### config.mk
export PLATFORM = sky130hd
export DESIGN_NAME = blb_brightness_path
export DESIGN_NICKNAME = d
export VERILOG_FILES = /design/src/blb_pkg.sv /design/src/blb_duty_meter.sv /design/src/blb_ramper.sv /design/src/blb_brightness_path.sv
export VERILOG_INCLUDE_DIRS = /design/src
export SDC_FILE = /design/constraint.sdc
export NUM_CORES = 1
export LEC_CHECK = 0
export ABC_AREA = 1
export ABC_CLOCK_PERIOD_IN_PS = 12140
export CAP_MARGIN = 40
export CORE_ASPECT_RATIO = 0.9
export CORE_MARGIN = 8
export CORE_UTILIZATION = 40
export CTS_BUF_LIST = sky130_fd_sc_hd__clkbuf_4
export DETAILED_ROUTE_END_ITERATION = 10
export DONT_BUFFER_PORTS = 1
export SLEW_MARGIN = 0
export SYNTH_ARGS = -nofsm -noshare
export SYNTH_HDL_FRONTEND = slang
export SYNTH_SLANG_ARGS = --single-unit
### constraint.sdc
create_clock -name i_clk_sys -period 12.14 [get_ports i_clk_sys]
set_clock_uncertainty 0.2 [all_clocks]
set_input_delay 1.214 -clock i_clk_sys [delete_from_list [all_inputs] [get_ports i_clk_sys]]
set_output_delay 1.214 -clock i_clk_sys [all_outputs]
set_load 0.03 [all_outputs]
### src/blb_cfg.svh
//
// Purpose: Offsets, reset values and timing counts of the backlight brightness path.
// Assumes: A 200 MHz system clock.
// Notes:   Definitions only; included by the package and the design modules.
//
`ifndef BLB_CFG_SVH
`define BLB_CFG_SVH

// -------------------------------------------------------------------------------
// Register map and reset values
// -------------------------------------------------------------------------------
`define BLB_CODE_W 11
`define BLB_ADDR_BRT_LOW 8'h18
`define BLB_ADDR_BRT_HIGH 8'h19
`define BLB_BRT_LOW_RST 3'h0
`define BLB_BRT_HIGH_RST 8'h00

// -------------------------------------------------------------------------------
// Clock, sample rates and timing
// -------------------------------------------------------------------------------
`define BLB_CLK_KHZ 200000
`define BLB_RATE_SLOW_KHZ 800
`define BLB_RATE_MID_KHZ 4000
`define BLB_RATE_FAST_KHZ 24000
`define BLB_TMO_SLOW_US 25000
`define BLB_TMO_MID_US 3000
`define BLB_TMO_FAST_US 600
`define BLB_STEP_BASE_NS 1000
`define BLB_US_CYC (`BLB_CLK_KHZ / 1000)
`define BLB_STEP_CYC (`BLB_STEP_BASE_NS * (`BLB_CLK_KHZ / 1000) / 1000)

`endif

### src/blb_pkg.sv
//
// Purpose: Types and the duty scaling function of the backlight brightness path.
// Assumes: blb_cfg.svh supplies the code width.
// Notes:   Holds types only, plus one pure function shared by two places.
//
`include "blb_cfg.svh"

package blb_pkg;

    // -------------------------------------------------------------------------------
    // Basic types
    // -------------------------------------------------------------------------------
    // Brightness code as driven to the current sinks.
    typedef logic [`BLB_CODE_W-1:0] blb_code_t;

    // Source and ordering of brightness control.
    typedef enum logic [1:0] {
        BLB_MODE_REG = 2'h0,
        BLB_MODE_PWM = 2'h1,
        BLB_MODE_MUL_RAMP = 2'h2,
        BLB_MODE_RAMP_MUL = 2'h3
    } blb_mode_e;

    // Duty meter sequencer, one-hot.
    typedef enum logic [1:0] {
        BLB_DM_MEASURE = 2'b01,
        BLB_DM_DIVIDE = 2'b10
    } blb_dm_state_e;

    // -------------------------------------------------------------------------------
    // State records
    // -------------------------------------------------------------------------------
    // Duty meter state.
    typedef struct packed {
        blb_dm_state_e st;
        logic lvl_prev;
        logic seen_edge;
        logic [7:0] div_cnt;
        logic [19:0] hi_cnt;
        logic [19:0] per_cnt;
        logic [19:0] per_lat;
        logic [20:0] rem;
        logic [10:0] quo;
        logic [3:0] idx;
        logic [22:0] tmo_cnt;
        logic timeout;
        blb_code_t duty;
    } blb_dm_s;

    // Ramper state.
    typedef struct packed {
        blb_code_t code;
        blb_code_t prev_tgt;
        logic [7:0] ns_cnt;
        logic [14:0] us_cnt;
    } blb_rmp_s;

    // Top level state.
    typedef struct packed {
        logic pwm_meta;
        logic pwm_sync;
        logic [2:0] brt_low;
        logic [7:0] brt_high;
        blb_code_t brt_code;
        logic [7:0] rdata;
        blb_code_t led_code;
        logic boost_en;
        logic timeout;
        logic ramp_busy;
    } blb_top_s;

    // Scale a code by a duty code; full duty passes the code unchanged.
    function automatic blb_code_t blb_scale(input blb_code_t a, input blb_code_t d);
        logic [11:0] dd;
        logic [22:0] p;
        dd = (d == 11'h7FF) ? 12'h800 : {1'b0, d};
        p = {12'h000, a} * {11'h000, dd};
        return p[21:11];
    endfunction

endpackage

### src/blb_duty_meter.sv
//
// Purpose: Sample the synchronised pulse input, measure its duty and watch for silence.
// Assumes: i_pwm_lvl is already synchronised to i_clk_sys.
// Notes:   Duty is high samples over period samples, found by an 11-step division.
//
`timescale 1ns/10ps
`include "blb_cfg.svh"

module blb_duty_meter (
    // Clock and reset
    input wire logic i_clk_sys,
    input wire logic i_rst_b,
    // Pulse level and settings
    input wire logic i_pwm_lvl,
    input wire logic [1:0] i_rate,
    input wire logic [22:0] i_tmo_cyc,
    // Results
    output blb_pkg::blb_code_t o_duty,
    output logic o_timeout
);

    blb_pkg::blb_dm_s st_r; // All meter state.
    blb_pkg::blb_dm_s st_nxt; // Next meter state.
    logic [7:0] div_last; // Last count of the sample divider.
    logic [21:0] rem2; // Doubled remainder.
    logic ge; // Quotient bit.

    // Sample rate divider end point; the fast rate rounds down to a whole cycle.
    always_comb begin
        unique case (i_rate)
            2'h0: div_last = 8'(`BLB_CLK_KHZ / `BLB_RATE_SLOW_KHZ - 1);
            2'h1: div_last = 8'(`BLB_CLK_KHZ / `BLB_RATE_MID_KHZ - 1);
            default: div_last = 8'(`BLB_CLK_KHZ / `BLB_RATE_FAST_KHZ - 1);
        endcase
    end

    // Sampling, period capture, division and timeout.
    always_comb begin
        st_nxt = st_r;
        rem2 = {st_r.rem, 1'b0};
        ge = (rem2 >= {2'h0, st_r.per_lat});
        st_nxt.div_cnt = (st_r.div_cnt >= div_last) ? 8'h00 : st_r.div_cnt + 8'h01;
        if (st_r.tmo_cnt < i_tmo_cyc) begin
            st_nxt.tmo_cnt = st_r.tmo_cnt + 23'h000001;
        end
        if (st_r.div_cnt >= div_last) begin
            st_nxt.lvl_prev = i_pwm_lvl;
            // Any edge proves the source is alive.
            if (i_pwm_lvl != st_r.lvl_prev) begin
                st_nxt.tmo_cnt = 23'h000000;
                st_nxt.timeout = 1'b0;
            end
            if (i_pwm_lvl && !st_r.lvl_prev) begin
                // A rising edge closes one period and opens the next.
                st_nxt.seen_edge = 1'b1;
                st_nxt.hi_cnt = 20'h00001;
                st_nxt.per_cnt = 20'h00001;
                if (st_r.seen_edge && st_r.st == blb_pkg::BLB_DM_MEASURE) begin
                    st_nxt.st = blb_pkg::BLB_DM_DIVIDE;
                    st_nxt.per_lat = st_r.per_cnt;
                    st_nxt.rem = {1'b0, st_r.hi_cnt};
                    st_nxt.idx = 4'hB;
                end
            end else begin
                // Counters saturate; a slower source is caught by the timeout.
                if (st_r.per_cnt != 20'hFFFFF) begin
                    st_nxt.per_cnt = st_r.per_cnt + 20'h00001;
                    st_nxt.hi_cnt = st_r.hi_cnt + {19'h00000, i_pwm_lvl};
                end
            end
        end
        // One quotient bit per clock gives floor(2048 * high / period).
        if (st_r.st == blb_pkg::BLB_DM_DIVIDE) begin
            st_nxt.rem = ge ? 21'(rem2 - {2'h0, st_r.per_lat}) : rem2[20:0];
            st_nxt.quo = {st_r.quo[9:0], ge};
            st_nxt.idx = st_r.idx - 4'h1;
            if (st_r.idx == 4'h1) begin
                st_nxt.st = blb_pkg::BLB_DM_MEASURE;
                st_nxt.duty = {st_r.quo[9:0], ge};
            end
        end
        // Silence: the duty follows the steady level and old periods are dropped.
        if (st_r.tmo_cnt >= i_tmo_cyc) begin
            st_nxt.timeout = 1'b1;
            st_nxt.seen_edge = 1'b0;
            st_nxt.duty = st_r.lvl_prev ? 11'h7FF : 11'h000;
        end
    end

    // State register.
    always_ff @(posedge i_clk_sys or negedge i_rst_b) begin
        if (!i_rst_b) begin
            st_r <= '{st: blb_pkg::BLB_DM_MEASURE, default: '0};
        end else begin
            st_r <= st_nxt;
        end
    end

    assign o_duty = st_r.duty;
    assign o_timeout = st_r.timeout;
endmodule // blb_duty_meter

### src/blb_ramper.sv
//
// Purpose: Step the brightness code one code at a time toward a target.
// Assumes: One step period tick per microsecond at STEP_CYC clocks.
// Notes:   Step time is 4 to the power of the setting, in microseconds.
//
`timescale 1ns/10ps
`include "blb_cfg.svh"

module blb_ramper #(
    parameter int STEP_CYC = `BLB_STEP_CYC
) (
    // Clock and reset
    input wire logic i_clk_sys,
    input wire logic i_rst_b,
    // Target and step setting
    input blb_pkg::blb_code_t i_target,
    input wire logic [2:0] i_step_sel,
    // Ramped code
    output blb_pkg::blb_code_t o_code
);

    blb_pkg::blb_rmp_s st_r; // All ramper state.
    blb_pkg::blb_rmp_s st_nxt; // Next ramper state.
    logic us_tick; // Base period elapsed.
    logic [14:0] lim; // Base periods per step, less one.

    // Setting 0 gives 1 us per step, so a full swing takes about 2 ms.
    assign lim = 15'((15'h0001 << {i_step_sel, 1'b0}) - 15'h0001);
    assign us_tick = (st_r.ns_cnt == 8'(STEP_CYC - 1));

    // Retarget steps at once; later steps wait a full period each.
    always_comb begin
        st_nxt = st_r;
        st_nxt.prev_tgt = i_target;
        if (st_r.code == i_target) begin
            st_nxt.ns_cnt = 8'h00;
            st_nxt.us_cnt = 15'h0000;
        end else if (i_target != st_r.prev_tgt || (us_tick && st_r.us_cnt == lim)) begin
            // First step at once makes the ramp last step times code span less one.
            st_nxt.code = (i_target > st_r.code) ? st_r.code + 11'h001
                                                 : st_r.code - 11'h001;
            st_nxt.ns_cnt = 8'h00;
            st_nxt.us_cnt = 15'h0000;
        end else if (us_tick) begin
            st_nxt.ns_cnt = 8'h00;
            st_nxt.us_cnt = st_r.us_cnt + 15'h0001;
        end else begin
            st_nxt.ns_cnt = st_r.ns_cnt + 8'h01;
        end
    end

    // State register.
    always_ff @(posedge i_clk_sys or negedge i_rst_b) begin
        if (!i_rst_b) begin
            st_r <= '0;
        end else begin
            st_r <= st_nxt;
        end
    end

    assign o_code = st_r.code;
endmodule // blb_ramper

### src/blb_brightness_path.sv
//
// Purpose: Brightness path of a two-string backlight driver, from registers and pulse
//          input to the LED current code and the boost enable.
// Assumes: Register strobes come from the serial bus slave on the same clock;
//          the pulse pin is asynchronous.
// Notes:   Mode, sample rate, ramp setting and boost request are plain inputs.
// Operation
// Three codes are kept: the register code,
// the measured duty and the ramped code.
// The mode bits combine them as follows:
//   00 - ramp the register code, pin ignored.
//   01 - ramp the duty, register ignored.
//   10 - scale register code by duty, ramp.
//   11 - ramp register code, then scale.
// The pin crosses in through two flip-flops;
// only the second stage reaches the meter.
// The meter samples once per divider tick,
// so a pulse shorter than a tick can be
// missed. That is the price of sampling,
// which keeps pin noise out of the LEDs.
// A duty result needs two rising edges, so
// the first period after reset or timeout
// yields nothing.
// The silent window counts system clocks.
// When it runs out the duty follows the
// steady level and, outside mode 00, the
// boost enable drops until the second edge.
// The ramper takes its first step at once,
// so a ramp lasts one step less than its
// span.
// Only the high byte write commits the
// joined code; a lone high byte write
// reuses the last low bits written.
// Reads answer one clock after the strobe
// and hold until the next read.
// Timing of a register change in mode 00:
//   edge 0 - high byte taken, code joined.
//   edge 1 - ramper takes its first step.
//   edge 2 - the step reaches the output.
// Later steps follow one period apart.
// Timing of a duty result: the closing
// rising edge is sampled on a tick, eleven
// clocks of division follow, then the duty
// holds until the next result or timeout.
// Limitations:
//   - Mode, rate, ramp setting and boost
//     request are plain inputs; a change
//     in mid-ramp just retargets.
//   - The fast rate is rounded to a whole
//     number of clocks.
//   - Duty codes are truncated, not rounded.
//
`timescale 1ns/10ps
`include "blb_cfg.svh"

module blb_brightness_path #(
    parameter int TMO_SLOW_CYC = `BLB_TMO_SLOW_US * `BLB_US_CYC,
    parameter int TMO_MID_CYC = `BLB_TMO_MID_US * `BLB_US_CYC,
    parameter int TMO_FAST_CYC = `BLB_TMO_FAST_US * `BLB_US_CYC
) (
    // Clock and reset
    input wire logic i_clk_sys,
    input wire logic i_rst_b,
    // Register access from the serial bus slave
    input wire logic i_reg_wr,
    input wire logic i_reg_rd,
    input wire logic [7:0] i_reg_addr,
    input wire logic [7:0] i_reg_wdata,
    output logic [7:0] o_reg_rdata,
    // Configuration
    input wire logic [1:0] i_brt_mode,
    input wire logic [1:0] i_sample_rate,
    input wire logic [2:0] i_ramp_rate,
    input wire logic i_boost_req,
    // Pulse width input pin
    input wire logic i_pwm_pin,
    // Current setting and status
    output blb_pkg::blb_code_t o_led_code,
    output logic o_boost_en,
    output logic o_pwm_timeout,
    output logic o_ramp_busy
);

    // -------------------------------------------------------------------------------
    // Declarations
    // -------------------------------------------------------------------------------
    // All top level state is one packed record,
    // so register file, synchroniser and output
    // stage share one reset and one process.
    // The rest is glue between meter, ramper
    // and that record.
    blb_pkg::blb_top_s st_r; // All top level state.
    blb_pkg::blb_top_s st_nxt; // Next top level state.
    blb_pkg::blb_mode_e mode; // Decoded brightness mode.
    logic pwm_on; // Pulse input is in use.
    logic [22:0] tmo_cyc; // Silent window for the chosen rate.
    blb_pkg::blb_code_t dm_duty; // Measured duty code.
    logic dm_timeout; // No pulse seen in the window.
    blb_pkg::blb_code_t target; // Ramper target.
    blb_pkg::blb_code_t ramp_code; // Ramper output.
    blb_pkg::blb_code_t led_code; // Code before the output register.

    // -------------------------------------------------------------------------------
    // Mode and timeout selection
    // -------------------------------------------------------------------------------
    // Every two-bit code is a named mode, so
    // the cast never yields an unnamed value.
    assign mode = blb_pkg::blb_mode_e'(i_brt_mode);
    // Mode 00 leaves the pulse input out entirely, including its timeout.
    assign pwm_on = (mode != blb_pkg::BLB_MODE_REG);

    // The windows are parameters so a bench can
    // shorten them; defaults hold full lengths.
    // A rate code of 1x picks the fast window,
    // as the meter's divider does.
    // Silent window follows the sample rate; the slowest rate needs the longest.
    always_comb begin
        unique case (i_sample_rate)
            2'h0: tmo_cyc = 23'(TMO_SLOW_CYC);
            2'h1: tmo_cyc = 23'(TMO_MID_CYC);
            default: tmo_cyc = 23'(TMO_FAST_CYC);
        endcase
    end

    // -------------------------------------------------------------------------------
    // Duty measurement and ramping
    // -------------------------------------------------------------------------------
    // The meter sees only the second synchroniser stage.
    // Its timeout is raw; the mode mask is
    // applied further down.
    blb_duty_meter u_duty (
        .i_clk_sys(i_clk_sys),
        .i_rst_b(i_rst_b),
        .i_pwm_lvl(st_r.pwm_sync),
        .i_rate(i_sample_rate),
        .i_tmo_cyc(tmo_cyc),
        .o_duty(dm_duty),
        .o_timeout(dm_timeout)
    );

    // Target per mode; mode 11 ramps the register code alone.
    always_comb begin
        unique case (mode)
            blb_pkg::BLB_MODE_REG: target = st_r.brt_code;
            blb_pkg::BLB_MODE_PWM: target = dm_duty;
            blb_pkg::BLB_MODE_MUL_RAMP: target = blb_pkg::blb_scale(st_r.brt_code, dm_duty);
            blb_pkg::BLB_MODE_RAMP_MUL: target = st_r.brt_code;
        endcase
    end

    // The ramper runs in every mode; in mode 11
    // its target never sees the duty.
    blb_ramper u_ramp (
        .i_clk_sys(i_clk_sys),
        .i_rst_b(i_rst_b),
        .i_target(target),
        .i_step_sel(i_ramp_rate),
        .o_code(ramp_code)
    );

    // Mode 11 scales after the ramper, so duty changes reach the LEDs unramped.
    assign led_code = (mode == blb_pkg::BLB_MODE_RAMP_MUL) ?
                      blb_pkg::blb_scale(ramp_code, dm_duty) : ramp_code;

    // -------------------------------------------------------------------------------
    // Registers, synchroniser and outputs
    // -------------------------------------------------------------------------------
    // The pin is the only input from outside
    // this clock domain. Its first stage may
    // go metastable, so only the second stage
    // is read by any logic.
    // Strobes, mode and rate come from logic
    // on this clock and are used as they come.
    // A write and a read of one offset in one
    // cycle return the old byte, because read
    // data comes from the stored state.
    // Next state: pin synchroniser, register file, read data and output stage.
    always_comb begin
        st_nxt = st_r;
        st_nxt.pwm_meta = i_pwm_pin;
        st_nxt.pwm_sync = st_r.pwm_meta;
        if (i_reg_wr) begin
            if (i_reg_addr == `BLB_ADDR_BRT_LOW) begin
                // Held aside; the code in use does not move yet.
                st_nxt.brt_low = i_reg_wdata[2:0];
            end else if (i_reg_addr == `BLB_ADDR_BRT_HIGH) begin
                // The high byte commits the whole code, so write the low part first.
                st_nxt.brt_high = i_reg_wdata;
                st_nxt.brt_code = {i_reg_wdata, st_r.brt_low};
            end
        end
        // Reads return stored bytes; unused bits and unmapped offsets read zero.
        if (i_reg_rd) begin
            if (i_reg_addr == `BLB_ADDR_BRT_LOW) begin
                st_nxt.rdata = {5'h00, st_r.brt_low};
            end else if (i_reg_addr == `BLB_ADDR_BRT_HIGH) begin
                st_nxt.rdata = st_r.brt_high;
            end else begin
                st_nxt.rdata = 8'h00;
            end
        end
        st_nxt.led_code = led_code;
        // Boost is dropped while the enabled pulse input has gone silent.
        st_nxt.boost_en = i_boost_req && !(pwm_on && dm_timeout);
        st_nxt.timeout = pwm_on && dm_timeout;
        st_nxt.ramp_busy = (ramp_code != target);
    end

    // The joined code starts as the join of
    // the two reset bytes.
    // State register; reset values are constants only.
    always_ff @(posedge i_clk_sys or negedge i_rst_b) begin
        if (!i_rst_b) begin
            st_r <= '{brt_low: `BLB_BRT_LOW_RST, brt_high: `BLB_BRT_HIGH_RST,
                      brt_code: {`BLB_BRT_HIGH_RST, `BLB_BRT_LOW_RST}, default: '0};
        end else begin
            st_r <= st_nxt;
        end
    end

    // Outputs are plain flip-flop copies, so
    // no pin glitches with the logic behind.
    assign o_reg_rdata = st_r.rdata;
    assign o_led_code = st_r.led_code;
    assign o_boost_en = st_r.boost_en;
    assign o_pwm_timeout = st_r.timeout;
    assign o_ramp_busy = st_r.ramp_busy;
endmodule // blb_brightness_path

; Word-level counts from Yosys, hierarchy flattened
; Cells that the tools add are included.
[totals]
register_bits = 234
inputBits = 29
out_inout_bits = 22
wordCells = 132
[classes]
n_addsub = 11
n_mul = 2
n_lt_le_gt_ge = 5
eq_ne = 17
shift = 1
mux = 36
n_bitwise = 2
reduce_logical = 31
[ops]
columns = cell, count
row1 = 2-to-1 mux 21 bit, 4
row2 = 2-to-1 mux 40 bit, 2
row3 = 2-to-1 mux 23 bit, 3
row4 = 2-to-1 mux 11 bit, 5
row5 = case mux 23 bit (2 select lines), 1
row6 = multiplier 11 x 12 -> 22 bit, 2
row7 = 2-to-1 mux 36 bit, 1
row8 = case mux 11 bit (3 select lines), 1
row9 = 2-to-1 mux 8 bit, 4
row10 = 2-to-1 mux 28 bit, 1
row11 = 2-to-1 mux 12 bit, 2
row12 = 2-to-1 mux 24 bit, 1
row13 = "adder 23 x 1 -> 23 bit, second input constant", 1
row14 = greater-or-equal comparator 23 bit, 1
row15 = < comparator 23 bit, 1
row16 = greater-or-equal comparator 22 x 20 -> 1 bit, 1
row17 = != test 11 bit, 2
row18 = subtractor 21 x 20 -> 21 bit, 1
row19 = adder 20 x 1 -> 20 bit, 1
row20 = "adder 20 x 1 -> 20 bit, second input constant", 1
row21 = "!= test 20 bit, second input constant", 1
row22 = nonzero test 2 bit, 10
row23 = "adder 8 x 1 -> 8 bit, second input constant", 2
row24 = "equality test 8 x 5 -> 1 bit, second input constant", 2
row25 = 30 further kinds, 54

; Longest topological paths before layout
[depth]
ltp_word = 8
depth_mapped = 52
ltp_nobuf = 50

; Hierarchy
; A second synthesis with hierarchy kept.
[hier_totals]
hier_cells = 3249
hier_area_um2 = 23536.3
[by_module_without_submodules]
columns = mod, instances, cells_per_inst, area_each_um2
row1 = blb_brightness_path, 1, 1349, 10312.4
row2 = blb_duty_meter, 1, 1457, 9962.1
row3 = blb_ramper, 1, 443, 3261.9

; Worst setup path after synthesis
; OpenSTA, ideal clock, no wires.
[synth_path]
path_kind = flip-flop to flip-flop
from = register u_duty.st_r (netlist bit u_duty.o_duty[1])
to = register u_ramp.st_r (netlist bit u_ramp.o_code[9])
setup_time_ns = 0.066
arrival_time_ns = 8.387
required_ns = 11.874
slack_ns = 3.487
path_stages_with_launch = 45
path_buffers = 3
cell_sequence = dfrtp_1 inv_1 nor2_1 nand3_2 clkbuf_1 nand2_1 inv_1 clkbuf_1 nand2_1 fa_1 inv_1 fa_1 fa_1 fa_1 inv_1 fa_1 inv_1 ha_1 [... 9 more ...] ha_1 nand4_1 or4_1 clkbuf_1 nand2_1 ha_1 a21oi_1 nand2_1 a21oi_1 inv_1 a21oi_1 o21ai_0 a21oi_1 nor2_1 nor2_1 xor2_1 nand3_1 nand2_1
[synth_between]
elab_chain_cells = 7
elab_cells_between_ends = 11
cone_classes = mul (1) / order compare (1) / eq/ne (3) / mux (3) / bitwise (1) / reduce/logical (2)
[synth_lines]
columns = element, line_no
row1 = start: declaration, blb_duty_meter.sv:22  ; blb_pkg::blb_dm_s st_r;
row2 = start signal: assignment, blb_duty_meter.sv:95  ; st_r <= st_nxt;
row3 = equality test 11 bit, blb_pkg.sv:76  ; dd = (d == 11'h7FF) ? 12'h800 : {1'b0, d};
row4 = 2-to-1 mux 12 bit *, blb_pkg.sv:76
row5 = multiplier 11 x 12 -> 22 bit *, blb_pkg.sv:77  ; p = {12'h000, a} * {11'h000, dd};
row6 = case mux 11 bit (3 select lines) *, blb_brightness_path.sv:143  ; unique case (mode)
row7 = named net target[9], blb_brightness_path.sv:99  ; blb_pkg::blb_code_t target;
row8 = "parallel branches: the longest is 3 deep, another holds greater-than comparator 11 bit", -
row9 = end signal: assignment, blb_ramper.sv:57  ; st_r <= st_nxt;
row10 = end: declaration, blb_ramper.sv:22  ; blb_pkg::blb_rmp_s st_r;
; Mark *: on every way through the listed nets, which the timed path passes.
; A chain may end at the register's enable or synchronous reset.

; Final worst setup path
[layout_path]
from = register u_duty.st_r (netlist bit u_duty.o_duty[0])
to = register u_ramp.st_r (netlist bit u_ramp.o_code[10])
; Same word-level chain as after synthesis.

==> results.cfg <==
[outcome]
status = complete, no violations

[worst_setup_path]
crit_arrival_ns = 10.99
crit_start = u_duty.o_duty[0]
cp_max_fo = 27
slowest_delay_ns = 0.75
worstSetupStartpointType = flop
crit_type = reg2reg
rrSetupSlack_ns = 1.63
path_common_cell = nand2_1
rr_worst_depth = 42
r2r_start = u_duty.o_duty[0]
cp.required_ns = 12.63
r2r_end = u_ramp.o_code[10]
crit_path_top_delay_cell = nand2_1
setup.worst_path.end_class = flop
crit_path_end = u_ramp.o_code[10]

[min_path]
worst_hold_path_type = in2async

[logic_synthesis]
synth_seq_cells = 225
syn_nets = 3084
synthArstFlopShare = 1.00
syn-mean-instance-area_um2 = 7.82
synthesis.area_um2 = 21100
ys.flop_type = dfrtp_1
ys_top_cells_by_area = dfrtp_1 27%, fa_1 17%, ha_1 11%
synth_seq_area_share = 0.267
yosys_warnings = 0
yosysUniqueCellTypes = 55
synth_edf_count = 0
synthCells = 2693
yosysTopAreaCellShare = 0.266
synth_top_cell_by_area = dfrtp_1

[detailed_routing]
vias_per_cell = 5.13
wl_met3_um = 3230
final_antenna_net_count = 0
top_layer = met4
routedWlPerCell_um = 16.5
drt-pass1-iter-count = 6
drt-total-wl_um = 56400
met1_length_um = 26200
vias = 17525
drc_errors = 0
drt_iter0_drc = 1258
dr_wl_met2_um = 25500

[cts]
post_cts_buffers = 0
clkSinkCount = 225
cts.path.max_buffers = 3
clkTransAtPathRegs_ns = 0.06
numCtsBuffers = 67
cts_root_buf = clkbuf_4
cts_tree = yes
clkLatencyLatePin_ns = 0.80
htreeDepth = 3

[floorplan]
die_area_um2 = 60300
die_w_um = 258
core_area_um2 = 51900
die_h_um = 234
placement_rows = 79
initial_core_util = 0.406
io_pins = 51

[timing]
timing.fmax_mhz = 95.2
fin_hold_ws_ns = 0.0730
period_share = 0.865
setup_viol = 0
slew-limit-headroom = 0.195
slew_violations = 0
finalCriticalPeriod_ns = 10.51
setup_tns_ns = 0
worst_pin_slew_ns = 1.21
hold_viol_final = 0
rsz0062_at_grt = false

[grt]
grt_pass1_wl_um = 93900
grt_overflow = 0
grt.total_usage = 0.191
grt_pass1_vias = 18084
grt_antenna_before_repair = 2
grt_max_degree = 225

[run]
maxCapViolations = 0

[finish]
syn_to_final_growth_pct = 6.31
drive_gt1_frac = 0.0540
layout.nets = 3064
layout_commonest_cell = nand2_1
finish.utilization = 0.432
final_cell_mix = 548 x nand2_1, 483 x inv_1, 262 x nor2_1

[place]
portBuffers = 0
place_congestion = 0.981
hpwl_um = 43200
## worst max-delay path, delay by kind of cell, from the launching register on
family	cells	cell delay [ns]
flops	1	0.42
buf+inv	7	0.70
xor+xnor	1	0.16
compound gates	9	1.54
fa+ha+maj	8	3.66
simple gates	17	3.66
## synthesized netlist by cell type (7+ instances only)
library cell and n:
o21ai_0 134, fa_1 176, a31oi_1 14, inv_1 483, a22oi_1 16, o21a_1 11, xor2_1 53, inv_2 8
buf_4 19, a21o_1 7, a21oi_1 181, clkbuf_1 63, nor3_1 49, o22ai_1 7, ha_1 186, xnor2_1 22
nor2_1 262, nand3b_1 8, nand2_1 548, nand3_1 85, a211oi_1 7, nor4_1 17, nand4_1 26, dfrtp_1 224
## area by class of cell
class | count | area, um^2
multi-input cells | 1880 | 13100
fillers | 5304 | 29500
diodes | 4 | 10.0
flip-flops and latches | 225 | 5630
inverters | 494 | 1850
clock inverters | 25 | 133
clock buffers | 95 | 713
well taps | 688 | 861
repair buffers | 5 | 57.6
## per-stage QoR
step	std cells	instance area, um^2	setup WS (ns)
floorplan	2693	21100	3.49
global placement	3291	21500	1.96
detailed placement	3291	21500	1.81
CTS	3412	22400	1.74
global route	3414	22400	0.822
finish	3416	22400	1.63
## worst min-delay path by stage
stage                     slack, ns               end  startpoint
after detailed placement       0.17          st_r[44]  st_nxt[44]
after global routing          0.004  u_duty.st_r[141]     i_rst_b
after floorplan                0.13          st_r[44]  st_nxt[44]
after CTS                    0.0003  u_duty.st_r[141]     i_rst_b
after global placement         0.16          st_r[44]  st_nxt[44]
final                          0.07  u_duty.st_r[141]     i_rst_b
## routing by layer
layer / vias to the layer above / global-route usage
li1: 8516 / -
met1: 8438 / 0.256
met2: 471 / 0.309
met3: 100 / 0.0373
met4: 0 / 0.0610
met5: - / 0
## sequential cells by signal, summed over array words and instances (netlist names)
signal,flops
u_ramp.o_code,11
o_reg_rdata,8
u_duty.o_duty,11
u_duty.rem2,21
st_r,15
o_led_code,11
u_duty.st_r,109
u_duty.o_timeout,1
o_ramp_busy,1
o_pwm_timeout,1
u_ramp.st_r,34
st_nxt,1
o_boost_en,1
## timing repair
| action | in CTS | in global routing |
|---|---|---|
| gates resized for setup | 0 | 0 |
| hold buffers | 1 | 0 |
| hold endpoints to repair | 224 | 0 |
| endpoints found under the setup margin | 0 | 0 |
## kinds of logic after synthesis
group                      Yosys count  share of synthesized area
xor gates and xnor gates            75                     0.0312
buffers and inverters              588                      0.109
AOI/OAI and AO/OA                  417                      0.111
adders and majority gates          362                      0.278
DFF                                225                      0.267
and+or+nand+nor                   1026                      0.203
Power is not shown: default switching activity piles up to over one toggle a cycle in this logic, so the estimate is an artifact.
